--- config.mk ---
export PLATFORM = sky130hd
export DESIGN_NAME = lcf_top
export DESIGN_NICKNAME = d
export VERILOG_FILES = /design/src/logic/lcf_pkg.sv /design/src/logic/lcf_top.sv /design/src/logic/lcf_master.sv
export SDC_FILE = /design/constraint.sdc
export NUM_CORES = 1
export LEC_CHECK = 0
export BUFFER_PORTS_ARGS = -buffer_cell sky130_fd_sc_hd__buf_2
export CORE_MARGIN = 10
export CORE_UTILIZATION = 30
export DETAILED_ROUTE_END_ITERATION = 7
export HOLD_SLACK_MARGIN = 0.15
export PLACE_DENSITY = 0.65
export SETUP_SLACK_MARGIN = 0.05
export SLEW_MARGIN = 20
export SYNTH_ARGS = -nofsm -noshare
export SYNTH_HDL_FRONTEND = slang
export SYNTH_SLANG_ARGS = --single-unit
--- constraint.sdc ---
create_clock -name CLK -period 2 [get_ports CLK]
set_clock_uncertainty 0.15 [all_clocks]
set_input_delay 0.2 -clock CLK [delete_from_list [all_inputs] [get_ports CLK]]
set_output_delay 0.2 -clock CLK [all_outputs]
set_load 0.02 [all_outputs]
--- src/logic/lcf_pkg.sv ---
// lcf_pkg: shared constants and carrier types for the config fabric block
package lcf_pkg;

	localparam int ADDR_W = 24;
	localparam int DATA_W = 32;
	localparam int STRB_W = 4;
	localparam int PROT_W = 3;
	localparam int RESP_W = 2;

	// register offsets on the register slave port
	localparam logic [23:0] OFF_BASE_NODE = 24'h000060;
	localparam logic [23:0] OFF_CTRL      = 24'h000064;
	localparam logic [23:0] OFF_STATUS    = 24'h000068;

	// field positions
	localparam int NODE_LSB     = 0;
	localparam int NODE_W       = 16;
	localparam int CTRL_UDP_EN  = 0;
	localparam int STAT_DROP    = 0;

	// values after reset, and the fixed protection code
	localparam logic [31:0] RST_BASE_NODE = 32'h0000_0000;
	localparam logic        RST_UDP_EN    = 1'b0;
	localparam logic [2:0]  PROT_ZERO     = 3'h0;

	// response codes from the fabric
	localparam logic [1:0] RESP_OK  = 2'h0;
	localparam logic [1:0] RESP_ERR = 2'h2;
	localparam int         RESP_ERR_BIT = 1;

	typedef struct packed {
		logic        write;
		logic [23:0] addr;
		logic [31:0] data;
		logic [3:0]  strb;
	} lcf_cmd_t;

	typedef struct packed {
		logic [1:0]  resp;
		logic [31:0] data;
	} lcf_rsp_t;

	typedef enum logic [2:0] {
		MST_IDLE  = 3'b000,
		MST_WRITE = 3'b001,
		MST_WRESP = 3'b010,
		MST_READ  = 3'b011,
		MST_RRESP = 3'b100
	} lcf_mst_state_t;

endpackage : lcf_pkg

--- src/logic/lcf_top.sv ---
// lcf_top: config fabric register slave, fabric master and status outputs
// Functional notes
// node id output mirrors base node register
// unsupported packet, port disabled: drop, flag
// master issues 24-bit address 32-bit data accesses
// slave accepts register reads and writes
// four byte strobes qualify write bytes
// fabric answers 00 ok, 10 error
// transfer only when valid and ready high
// write response once address and data taken
module lcf_top
	import lcf_pkg::*;
(
	input  wire logic        CLK,
	input  wire logic        ARST_N,
	input  wire logic        S_AXI_CFGL_AWVALID,
	output      logic        S_AXI_CFGL_AWREADY,
	input  wire logic [23:0] S_AXI_CFGL_AWADDR,
	input  wire logic        S_AXI_CFGL_WVALID,
	output      logic        S_AXI_CFGL_WREADY,
	input  wire logic [31:0] S_AXI_CFGL_WDATA,
	input  wire logic [3:0]  S_AXI_CFGL_WSTRB,
	output      logic        S_AXI_CFGL_BVALID,
	input  wire logic        S_AXI_CFGL_BREADY,
	input  wire logic        S_AXI_CFGL_ARVALID,
	output      logic        S_AXI_CFGL_ARREADY,
	input  wire logic [23:0] S_AXI_CFGL_ARADDR,
	output      logic        S_AXI_CFGL_RVALID,
	input  wire logic        S_AXI_CFGL_RREADY,
	output      logic [31:0] S_AXI_CFGL_RDATA,
	output      logic        M_AXI_CFGR_AWVALID,
	input  wire logic        M_AXI_CFGR_AWREADY,
	output      logic [23:0] M_AXI_CFGR_AWADDR,
	output      logic [2:0]  M_AXI_CFGR_AWPROT,
	output      logic        M_AXI_CFGR_WVALID,
	input  wire logic        M_AXI_CFGR_WREADY,
	output      logic [31:0] M_AXI_CFGR_WDATA,
	output      logic [3:0]  M_AXI_CFGR_WSTRB,
	input  wire logic        M_AXI_CFGR_BVALID,
	output      logic        M_AXI_CFGR_BREADY,
	input  wire logic [1:0]  M_AXI_CFGR_BRESP,
	output      logic        M_AXI_CFGR_ARVALID,
	input  wire logic        M_AXI_CFGR_ARREADY,
	output      logic [23:0] M_AXI_CFGR_ARADDR,
	output      logic [2:0]  M_AXI_CFGR_ARPROT,
	input  wire logic        M_AXI_CFGR_RVALID,
	output      logic        M_AXI_CFGR_RREADY,
	input  wire logic [1:0]  M_AXI_CFGR_RRESP,
	input  wire logic [31:0] M_AXI_CFGR_RDATA,
	input  wire logic        CMD_VALID,
	output      logic        CMD_READY,
	input  wire lcf_cmd_t    CMD,
	output      logic        RSP_VALID,
	output      lcf_rsp_t    RSP,
	input  wire logic        UNSUP_RX,
	output      logic [15:0] NODE_ID,
	output      logic        UNSUP_DROP
);

	logic [31:0] base_node_ff;
	logic        udp_en_ff;
	logic        drop_ff;
	logic        aw_held_ff;
	logic        w_held_ff;
	logic [23:0] awaddr_ff;
	logic [31:0] wdata_ff;
	logic [3:0]  wstrb_ff;
	logic        bvalid_ff;
	logic        rvalid_ff;
	logic [31:0] rdata_ff;
	logic        aw_hs;
	logic        w_hs;
	logic        ar_hs;
	logic        wr_go;
	logic [23:0] wr_addr;
	logic [31:0] wr_data;
	logic [3:0]  wr_strb;
	logic        drop_ev;
	logic        drop_clr;
	logic [31:0] rd_mux;

	////////////////////////////////////////////////////////////////////////
	// write channel: address and data are taken independently and parked
	assign S_AXI_CFGL_AWREADY = !aw_held_ff && !bvalid_ff;
	assign S_AXI_CFGL_WREADY  = !w_held_ff && !bvalid_ff;
	assign aw_hs = S_AXI_CFGL_AWVALID && S_AXI_CFGL_AWREADY;
	assign w_hs  = S_AXI_CFGL_WVALID && S_AXI_CFGL_WREADY;
	assign wr_go = (aw_held_ff || aw_hs) && (w_held_ff || w_hs);
	assign wr_addr = aw_held_ff ? awaddr_ff : S_AXI_CFGL_AWADDR;
	assign wr_data = w_held_ff ? wdata_ff : S_AXI_CFGL_WDATA;
	assign wr_strb = w_held_ff ? wstrb_ff : S_AXI_CFGL_WSTRB;
	assign S_AXI_CFGL_BVALID = bvalid_ff;

	always_ff @(posedge CLK or negedge ARST_N) begin
		if (!ARST_N) begin
			aw_held_ff <= 1'b0;
			awaddr_ff  <= '0;
		end else if (wr_go) begin
			aw_held_ff <= 1'b0;
		end else if (aw_hs) begin
			aw_held_ff <= 1'b1;
			awaddr_ff  <= S_AXI_CFGL_AWADDR;
		end
	end

	always_ff @(posedge CLK or negedge ARST_N) begin
		if (!ARST_N) begin
			w_held_ff <= 1'b0;
			wdata_ff  <= '0;
			wstrb_ff  <= '0;
		end else if (wr_go) begin
			w_held_ff <= 1'b0;
		end else if (w_hs) begin
			w_held_ff <= 1'b1;
			wdata_ff  <= S_AXI_CFGL_WDATA;
			wstrb_ff  <= S_AXI_CFGL_WSTRB;
		end
	end

	// no response code on this port, so bvalid alone marks completion
	always_ff @(posedge CLK or negedge ARST_N) begin
		if (!ARST_N)
			bvalid_ff <= 1'b0;
		else if (wr_go)
			bvalid_ff <= 1'b1;
		else if (S_AXI_CFGL_BREADY)
			bvalid_ff <= 1'b0;
	end

	////////////////////////////////////////////////////////////////////////
	// registers; writes to unmapped offsets are accepted and ignored
	for (genvar b = 0; b < STRB_W; b++) begin : g_lane
		always_ff @(posedge CLK or negedge ARST_N) begin
			if (!ARST_N)
				base_node_ff[8*b +: 8] <= RST_BASE_NODE[8*b +: 8];
			else if (wr_go && wr_addr[23:2] == OFF_BASE_NODE[23:2]
					&& wr_strb[b])
				base_node_ff[8*b +: 8] <= wr_data[8*b +: 8];
		end
	end

	always_ff @(posedge CLK or negedge ARST_N) begin
		if (!ARST_N)
			udp_en_ff <= RST_UDP_EN;
		else if (wr_go && wr_addr[23:2] == OFF_CTRL[23:2] && wr_strb[0])
			udp_en_ff <= wr_data[CTRL_UDP_EN];
	end

	assign NODE_ID = base_node_ff[NODE_LSB +: NODE_W];

	// drop flag is sticky, write one to clear; a new drop beats the clear
	assign drop_ev  = UNSUP_RX && !udp_en_ff;
	assign drop_clr = wr_go && wr_addr[23:2] == OFF_STATUS[23:2]
		&& wr_strb[0] && wr_data[STAT_DROP];

	always_ff @(posedge CLK or negedge ARST_N) begin
		if (!ARST_N)
			drop_ff <= 1'b0;
		else if (drop_ev)
			drop_ff <= 1'b1;
		else if (drop_clr)
			drop_ff <= 1'b0;
	end

	assign UNSUP_DROP = drop_ff;

	////////////////////////////////////////////////////////////////////////
	// read channel: one read in flight, unmapped offsets read zero
	assign S_AXI_CFGL_ARREADY = !rvalid_ff;
	assign ar_hs = S_AXI_CFGL_ARVALID && S_AXI_CFGL_ARREADY;
	assign S_AXI_CFGL_RVALID = rvalid_ff;
	assign S_AXI_CFGL_RDATA  = rdata_ff;

	always_comb begin
		rd_mux = '0;
		case (S_AXI_CFGL_ARADDR[23:2])
			OFF_BASE_NODE[23:2]: rd_mux = base_node_ff;
			OFF_CTRL[23:2]:      rd_mux[CTRL_UDP_EN] = udp_en_ff;
			OFF_STATUS[23:2]:    rd_mux[STAT_DROP] = drop_ff;
			default:             rd_mux = '0;
		endcase
	end

	always_ff @(posedge CLK or negedge ARST_N) begin
		if (!ARST_N) begin
			rvalid_ff <= 1'b0;
			rdata_ff  <= '0;
		end else if (ar_hs) begin
			rvalid_ff <= 1'b1;
			rdata_ff  <= rd_mux;
		end else if (S_AXI_CFGL_RREADY) begin
			rvalid_ff <= 1'b0;
		end
	end

	////////////////////////////////////////////////////////////////////////
	assign M_AXI_CFGR_AWPROT = PROT_ZERO;
	assign M_AXI_CFGR_ARPROT = PROT_ZERO;

	lcf_master lcf_master_inst (
		.clk       (CLK),
		.arst_n    (ARST_N),
		.cmd_valid (CMD_VALID),
		.cmd_ready (CMD_READY),
		.cmd       (CMD),
		.rsp_valid (RSP_VALID),
		.rsp       (RSP),
		.awvalid   (M_AXI_CFGR_AWVALID),
		.awready   (M_AXI_CFGR_AWREADY),
		.awaddr    (M_AXI_CFGR_AWADDR),
		.wvalid    (M_AXI_CFGR_WVALID),
		.wready    (M_AXI_CFGR_WREADY),
		.wdata     (M_AXI_CFGR_WDATA),
		.wstrb     (M_AXI_CFGR_WSTRB),
		.bvalid    (M_AXI_CFGR_BVALID),
		.bready    (M_AXI_CFGR_BREADY),
		.bresp     (M_AXI_CFGR_BRESP),
		.arvalid   (M_AXI_CFGR_ARVALID),
		.arready   (M_AXI_CFGR_ARREADY),
		.araddr    (M_AXI_CFGR_ARADDR),
		.rvalid    (M_AXI_CFGR_RVALID),
		.rready    (M_AXI_CFGR_RREADY),
		.rresp     (M_AXI_CFGR_RRESP),
		.rdata     (M_AXI_CFGR_RDATA)
	);
endmodule : lcf_top

--- src/logic/lcf_master.sv ---
// lcf_master: single-outstanding master engine into the config fabric
module lcf_master
	import lcf_pkg::*;
(
	input  wire logic        clk,
	input  wire logic        arst_n,
	input  wire logic        cmd_valid,
	output      logic        cmd_ready,
	input  wire lcf_cmd_t    cmd,
	output      logic        rsp_valid,
	output      lcf_rsp_t    rsp,
	output      logic        awvalid,
	input  wire logic        awready,
	output      logic [23:0] awaddr,
	output      logic        wvalid,
	input  wire logic        wready,
	output      logic [31:0] wdata,
	output      logic [3:0]  wstrb,
	input  wire logic        bvalid,
	output      logic        bready,
	input  wire logic [1:0]  bresp,
	output      logic        arvalid,
	input  wire logic        arready,
	output      logic [23:0] araddr,
	input  wire logic        rvalid,
	output      logic        rready,
	input  wire logic [1:0]  rresp,
	input  wire logic [31:0] rdata
);

	lcf_mst_state_t state_ff;
	lcf_mst_state_t nxt_state;
	lcf_cmd_t       cmd_ff;
	logic           aw_done_ff;
	logic           w_done_ff;
	logic           rsp_valid_ff;
	lcf_rsp_t       rsp_ff;
	logic           aw_hs;
	logic           w_hs;

	assign cmd_ready = (state_ff == MST_IDLE);
	assign awvalid   = (state_ff == MST_WRITE) && !aw_done_ff;
	assign wvalid    = (state_ff == MST_WRITE) && !w_done_ff;
	assign bready    = (state_ff == MST_WRESP);
	assign arvalid   = (state_ff == MST_READ);
	assign rready    = (state_ff == MST_RRESP);
	assign awaddr    = cmd_ff.addr;
	assign araddr    = cmd_ff.addr;
	assign wdata     = cmd_ff.data;
	assign wstrb     = cmd_ff.strb;
	assign aw_hs     = awvalid && awready;
	assign w_hs      = wvalid && wready;
	assign rsp_valid = rsp_valid_ff;
	assign rsp       = rsp_ff;

	////////////////////////////////////////////////////////////////////////
	always_comb begin
		nxt_state = state_ff;
		case (state_ff)
			MST_IDLE: begin
				if (cmd_valid)
					nxt_state = cmd.write ? MST_WRITE : MST_READ;
			end
			MST_WRITE: begin
				// address and data may be taken in either order
				if ((aw_done_ff || aw_hs) && (w_done_ff || w_hs))
					nxt_state = MST_WRESP;
			end
			MST_WRESP: begin
				if (bvalid)
					nxt_state = MST_IDLE;
			end
			MST_READ: begin
				if (arready)
					nxt_state = MST_RRESP;
			end
			MST_RRESP: begin
				if (rvalid)
					nxt_state = MST_IDLE;
			end
			default: nxt_state = MST_IDLE;
		endcase
	end

	always_ff @(posedge clk or negedge arst_n) begin
		if (!arst_n)
			state_ff <= MST_IDLE;
		else
			state_ff <= nxt_state;
	end

	always_ff @(posedge clk or negedge arst_n) begin
		if (!arst_n)
			cmd_ff <= '0;
		else if (cmd_valid && cmd_ready)
			cmd_ff <= cmd;
	end

	always_ff @(posedge clk or negedge arst_n) begin
		if (!arst_n) begin
			aw_done_ff <= 1'b0;
			w_done_ff  <= 1'b0;
		end else if (state_ff != MST_WRITE) begin
			aw_done_ff <= 1'b0;
			w_done_ff  <= 1'b0;
		end else begin
			aw_done_ff <= aw_done_ff || aw_hs;
			w_done_ff  <= w_done_ff || w_hs;
		end
	end

	// reserved codes pass through unchanged; the user sees the raw code
	always_ff @(posedge clk or negedge arst_n) begin
		if (!arst_n) begin
			rsp_valid_ff <= 1'b0;
			rsp_ff       <= '0;
		end else if (bready && bvalid) begin
			rsp_valid_ff <= 1'b1;
			rsp_ff       <= '{resp: bresp, data: '0};
		end else if (rready && rvalid) begin
			rsp_valid_ff <= 1'b1;
			rsp_ff       <= '{resp: rresp, data: rdata};
		end else begin
			rsp_valid_ff <= 1'b0;
		end
	end
endmodule : lcf_master

==> results.tsv, run 1 <==
metric	value	unit
status	finished with violations	
violations	setup timing	
rrSetupSlack	-0.08	ns
cts_num_sinks	228	
avgSynthCellArea	14.4	µm²
setup.worst_path.start	aw_held_ff$_DFFE_PN0P_	
use_met1	17.8	%
grt_busiest_layer	met2	
rows	65	
cp-endpoint	base_node_ff[16]$_DFFE_PN0P_	
synth_largest_area_cell	dfrtp_1	
routedWlPerCell	20.6	µm
synth_top_family_by_area	multiplexers	
final_antenna_net_count	0	
synth_top_area_share	59.6	%
finalCritPeriodShare	104	%
synthMuxAreaShare	22.4	%
drv_slew	0	
synth_compound_area_share	7.79	%
ys_seq_elements	228	
yosysSeqAreaShare	59.6	%
worstRegToRegCells	5	
die_h	199	µm
drt_iter0_markers	351	
wl	33800	µm
cts_root_buf	clkbuf_16	
met2_usage	27.3	%
routed_via_density	4.75	
port_buffers	369	
dieArea	39500	µm²
grt_use_met3	4.98	%
clk_pin_slew	0.06	ns
overflow	0	
syn-instance-count	666	
grt_pass1_vias	8476	
layout.cells.most_common	buf_2	
async_flop_share	100	%
synthTopCellsByArea	dfrtp_1 (60%), mux2_2 (21%), a22o_1 (5.9%), buf_4 (3.7%), mux2_4 (1.3%)	
hold_path.class	in -> reg	
path_cells	nor4b_4 > o2111ai_2 > a22oi_4 > nand3_4 > mux2_4	
period_needed	2.08	ns
fin_util	46.9	%
criticalPathCategory	reg -> reg	
initial_core_util	30.4	%
drc_errors	0	
drtPass1Iterations	4	
cts-buffers-inserted	25	
core_area	31600	µm²
rsz0062_at_grt	true	
finalHoldViolCount	0	
hold_ws	0.274	ns
r2r-start	aw_held_ff$_DFFE_PN0P_	
p_leak	0.00729	µW
h-tree-depth	1	
final_cell_mix	buf_2 (364), dfrtp_1 (222), dlygate4sd3_1 (180)	
yosys_warnings	0	
ys.flop_type	dfrtp_1	
synth_edf_count	0	
dp_hpwl	22300	µm
synth_fa_ha_area_share	0	%
antenna_found_initial	1	
slowest_stage	dfrtp_2	
path_max_fanout	8	
vias	7772	
grt_first_pass_wirelength	49300	µm
relSlewSlack	66.3	%
p_per_area	1310	nW/µm²
worst_setup_path_end_kind	register	
synth.distinct_cells	45	
setup_slack	-0.0783	ns
arrival	2.32	ns
finalSetupViolations	33	
tritoncts	built	
yosys.area_share.simple	4.52	%
track_usage	15.7	%
syn_area	9580	µm²
fmax	481	MHz
place.gp.congestion	0.850	
die_w	199	µm
nets	1412	
critPathMaxStageDelay	0.46	ns
ios	380	
grt_max_degree	57	
fin_setup_tns	-1.75	ns
final_layout_size_suffix_gt1_share	55.1	%
area_growth	54.4	%
synth_xor_xnor_area_share	0	%
timing.rr.end	base_node_ff[16]$_DFFE_PN0P_	
clockBufferDepth	3	
cp_data_required_time	2.24	ns
worst_pin_slew	0.505	ns
ir_drop	0.729	mV
maxCapViolations	0	
crit_path_start_kind	register	
place_ws	-0.209	ns
worst_skew_pair.late_latency	0.51	ns
## layout make-up
class | instances | area, µm²
well taps | 402 | 503
clock buffers | 33 | 706
diodes | 1 | 2.50
multi-input cells | 352 | 3500
inverters | 10 | 37.5
fillers | 2746 | 16800
clock inverters | 11 | 92.6
repair buffers | 600 | 4230
flip-flops and latches | 228 | 5710
## layer usage
metal | vias up | routed length, µm
li1 | 3478 | -
met2 | 384 | 16800
met5 | - | 0
met4 | 0 | 1110
met1 | 3852 | 12700
met3 | 58 | 3170
## report_power, final
part / leakage, µW / internal [µW] / switching, µW / total [µW]
clock: 0.000394 / 2610 / 1850 / 4460
sequential: 0.00290 / 6210 / 997 / 7210
combinational: 0.00400 / 3540 / 4180 / 7720
## kinds of logic after synthesis
family | after synthesis
muxes | 188
and+or+nand+nor | 70
other | 1
AOI/OAI and AO/OA | 88
buffers and inverters | 91
DFF | 228
## synthesized netlist by cell type (2+ instances only)
cell type and count:
a21o_1 2, nor3_1 9, nor4_1 8, buf_1 6
o21ai_0 3, o2111ai_1 2, nor2_1 16, a21oi_1 4
buf_2 16, nand2_1 9, dfrtp_1 228, clkbuf_1 11
nand3_4 4, nand3_1 3, inv_1 10, and2_1 3
mux2_4 8, nor4b_1 2, a22o_1 64, buf_4 47
nand3b_1 3, a22oi_1 2, mux2i_1 2, nor3b_1 3
mux2_2 178, nand4_1 2, nor2b_1 3
## worst max-delay path, delay by kind of cell (launching register included)
kind             cells  cell delay, ns
flip-flops           1            0.46
multiplexers         1            0.36
AO/OA/AOI/OAI        2            0.44
AND/OR/NAND/NOR      2            0.52
## sequential cells by signal, summed over array words and instances (netlist names), 3 cells and up
name,flops
wdata_ff,32
lcf_master_inst.rsp,34
NODE_ID,16
lcf_master_inst.wstrb,4
wstrb_ff,4
lcf_master_inst.araddr,24
lcf_master_inst.state_ff,3
base_node_ff,16
S_AXI_CFGL_RDATA,32
awaddr_ff,22
lcf_master_inst.wdata,32
## per-stage QoR
step | cells | power, µW | area (µm²)
5_1_grt | 1637 | 20400 | 14800
3_5_place_dp | 1398 | 14300 | 11900
3_3_place_gp | 1398 | 14100 | 11900
6_report | 1637 | 19400 | 14800
2_1_floorplan | 671 | 11900 | 9640
4_1_cts | 1630 | 19300 | 14600
## worst min-delay path by stage
stage / from / slack [ns] / endpoint / cells after the start
after global placement: ARST_N / 0.03 / lcf_master_inst.state_ff[2]$_DFFE_PN0P_ / 1
after global routing: S_AXI_CFGL_RREADY / 0.27 / S_AXI_CFGL_RVALID$_DFFE_PN0P_ / 3
after CTS: S_AXI_CFGL_ARADDR[10] / 0.24 / S_AXI_CFGL_RDATA[17]$_DFFE_PN0P_ / 6
after floorplan: ARST_N / -0.25 / NODE_ID[0]$_DFFE_PN0P_ / 0
after detailed placement: ARST_N / 0.04 / lcf_master_inst.state_ff[2]$_DFFE_PN0P_ / 1
final: S_AXI_CFGL_RREADY / 0.27 / S_AXI_CFGL_RVALID$_DFFE_PN0P_ / 3
## repair_timing
item,CTS,global route
setup endpoints to repair,37,119
setup buffers,8,2
hold buffers,180,0
gates cloned,0,4
resized for setup,10,22
pin swaps,7,12
hold endpoints to repair,456,0
Power figures use the tool's default switching activity.
==> run 2: changes to the inputs <==
--- a/config.mk
+++ b/config.mk
@@ -11,7 +11,6 @@
 export DETAILED_ROUTE_END_ITERATION = 7
 export HOLD_SLACK_MARGIN = 0.15
 export PLACE_DENSITY = 0.65
-export SETUP_SLACK_MARGIN = 0.05
 export SLEW_MARGIN = 20
 export SYNTH_ARGS = -nofsm -noshare
 export SYNTH_HDL_FRONTEND = slang
==> results.tsv, run 2 (synthesis gave the netlist of run 1 again) <==
metric	value	unit	change
hold_ws	0.202	ns	-0.0727 ns
die_w	199	µm	unchanged
met2_length	16500	µm	-2.0%
die_h	199	µm	unchanged
grt_max_degree	57		unchanged
worstRegToRegCells	6		+1
worst_skew_pair.late_latency	0.53	ns	+0.02 ns
holdPathEnd	S_AXI_CFGL_RDATA[0]$_DFFE_PN0P_		
clk_pin_slew	0.06	ns	about the same
initial_core_util	30.4	%	unchanged
crit_path_start_kind	register		
place.gp.congestion	0.827		-2.7%
path_cells	buf_6 > or3_4 > nor2_4 > buf_6		
ios	380		unchanged
dp_hpwl	21600	µm	-3.0%
final_antenna_net_count	0		unchanged
finalCritPeriodShare	104	%	+0.20 points
grt_pass1_vias	8474		-0.024%
critPathMaxStageDelay	0.43	ns	-0.03 ns
h-tree-depth	1		unchanged
met1_length	13000	µm	+2.4%
nets	1407		-0.35%
area_growth	54.7	%	
drv_slew	0		unchanged
routedWlPerCell	20.1	µm	-2.4%
setup_slack	-0.0822	ns	-0.00393 ns
status	finished with violations		
arrival	1.73	ns	-0.59 ns
vias	7602		-2.2%
drc_errors	0		unchanged
placed_area	11800	µm²	-0.78%
largest_reg_flops	34		unchanged
port_buffers	369		unchanged
cts_num_sinks	228		unchanged
hold_depth	5		+2
dp.cells	1391		-0.50%
path_max_fanout	4		-4
hold_path.class	in -> reg		
finalHoldViolCount	0		unchanged
cts-buffers-inserted	25		unchanged
finalSetupViolations	34		+3.0%
top_layer	met4		
fin_setup_tns	-1.62	ns	+0.128 ns
wl	32900	µm	-2.6%
ir_drop	0.728	mV	-0.14%
criticalPathCategory	reg -> out		
layout.cells.most_common	buf_2		
grt_first_pass_wirelength	48800	µm	-0.99%
antenna_found_initial	2		+1
p_per_area	1340	nW/µm²	+2.1%
slowest_stage	or3_4		
rrSetupSlack	-0.08	ns	about the same
period_needed	2.08	ns	+0.00393 ns
final_layout_size_suffix_gt1_share	54.5	%	-0.60 points
drt_iter0_markers	327		-6.8%
final_cell_area	14800	µm²	+0.24%
p_leak	0.00731	µW	+0.28%
fmax	480	MHz	-0.19%
rows	65		unchanged
met3_length	2650	µm	-16%
routed_via_density	4.65		-2.1%
track_usage	15.4	%	-0.28 points
instances_no_fill	1635		-0.12%
worst_setup_path_end_kind	output pin		
timing.rr.end	base_node_ff[24]$_DFFE_PN0P_		
overflow	0		unchanged
rsz0062_at_grt	true		
hold_start	S_AXI_CFGL_ARADDR[11]		
clockBufferDepth	3		unchanged
cts_root_buf	clkbuf_16		
cp_data_required_time	1.65	ns	-0.59 ns
tritoncts	built		
maxCapViolations	0		unchanged
violations	setup timing		
core_area	31600	µm²	unchanged
r2r-start	aw_held_ff$_DFFE_PN0P_		
drtPass1Iterations	4		unchanged
final_cell_mix	buf_2 (366), dfrtp_1 (224), dlygate4sd3_1 (179)		
crit_top_cell	buf_6		
dieArea	39500	µm²	unchanged
total_power	19800	µW	+2.4%
[run 2: cell count changes in the layout (fill, tap and decap cells not counted), moves of 2 or more]
cell	change
buf_4	-9
buf_6	+5
bufinv_16	+4
buf_12	-3
clkbuf_1	+3
buf_2	+2
clkinv_2	-2
clkinvlp_4	-2
dfrtp_1	+2
dfrtp_2	-2
mux2_2	-2
mux2_4	+2
[run 2: per-stage QoR]
| stage | utilization [%] | worst slack, ns |
|---|---|---|
| after CTS | 46.3 | -0.123 |
| after detailed placement | 37.4 | -0.208 |
| after floorplan | - | -0.101 |
| final | 47.0 | -0.0822 |
| after global routing | 47.0 | -0.184 |
| after global placement | 37.4 | -0.205 |
[run 2: critical path: cells and delay by family, from the launching register on]
family        cells  cell delay (ns)
simple gates      2             0.54
flops             1             0.39
buf+inv           2             0.28
[run 2: final cells by class]
class                   instances  area, µm²
flip-flops and latches        228       5710
well taps                     402        503
clock buffers                  36        717
multi-input cells             352       3490
inverters                      10       37.5
fillers                      2746      16700
diodes                          2       5.00
repair buffers                595       4170
clock inverters                10        179
[run 2: layer usage]
layer  global-route usage (%)  vias up
met4                     4.41        0
met1                     17.9     3773
met3                     4.33       51
met2                     27.1      310
li1                         -     3468
met5                        0        -
[run 2: how the worst max path moves through the flow]
stage / start / to / slack [ns] / depth (start not counted)
final: lcf_master_inst.state_ff[1]$_DFFE_PN0P_ / M_AXI_CFGR_WVALID / -0.08 / 4
after global routing: awaddr_ff[14]$_DFFE_PN0P_ / base_node_ff[31]$_DFFE_PN0P_ / -0.18 / 6
after CTS: aw_held_ff$_DFFE_PN0P_ / base_node_ff[24]$_DFFE_PN0P_ / -0.12 / 6
after floorplan: S_AXI_CFGL_BVALID$_DFFE_PN0P_ / base_node_ff[16]$_DFFE_PN0P_ / -0.10 / 6
after detailed placement: aw_held_ff$_DFFE_PN0P_ / base_node_ff[20]$_DFFE_PN0P_ / -0.21 / 6
after global placement: S_AXI_CFGL_AWADDR[14] / NODE_ID[14]$_DFFE_PN0P_ / -0.20 / 8
[run 2: what timing repair did]
item | 4_1_cts | 5_1_grt
setup buffers | 6 | 6
gates cloned | 0 | 4
endpoints found under the hold margin | 456 | 0
setup endpoints to repair | 36 | 122
resized for setup | 20 | 14
pin swaps | 7 | 7
hold buffers | 180 | 0
[run 2: power by group]
part	switching [µW]	total, µW	internal [µW]
Combinational	4140	7680	3540
Sequential	952	7160	6210
Clock	1870	5000	3130
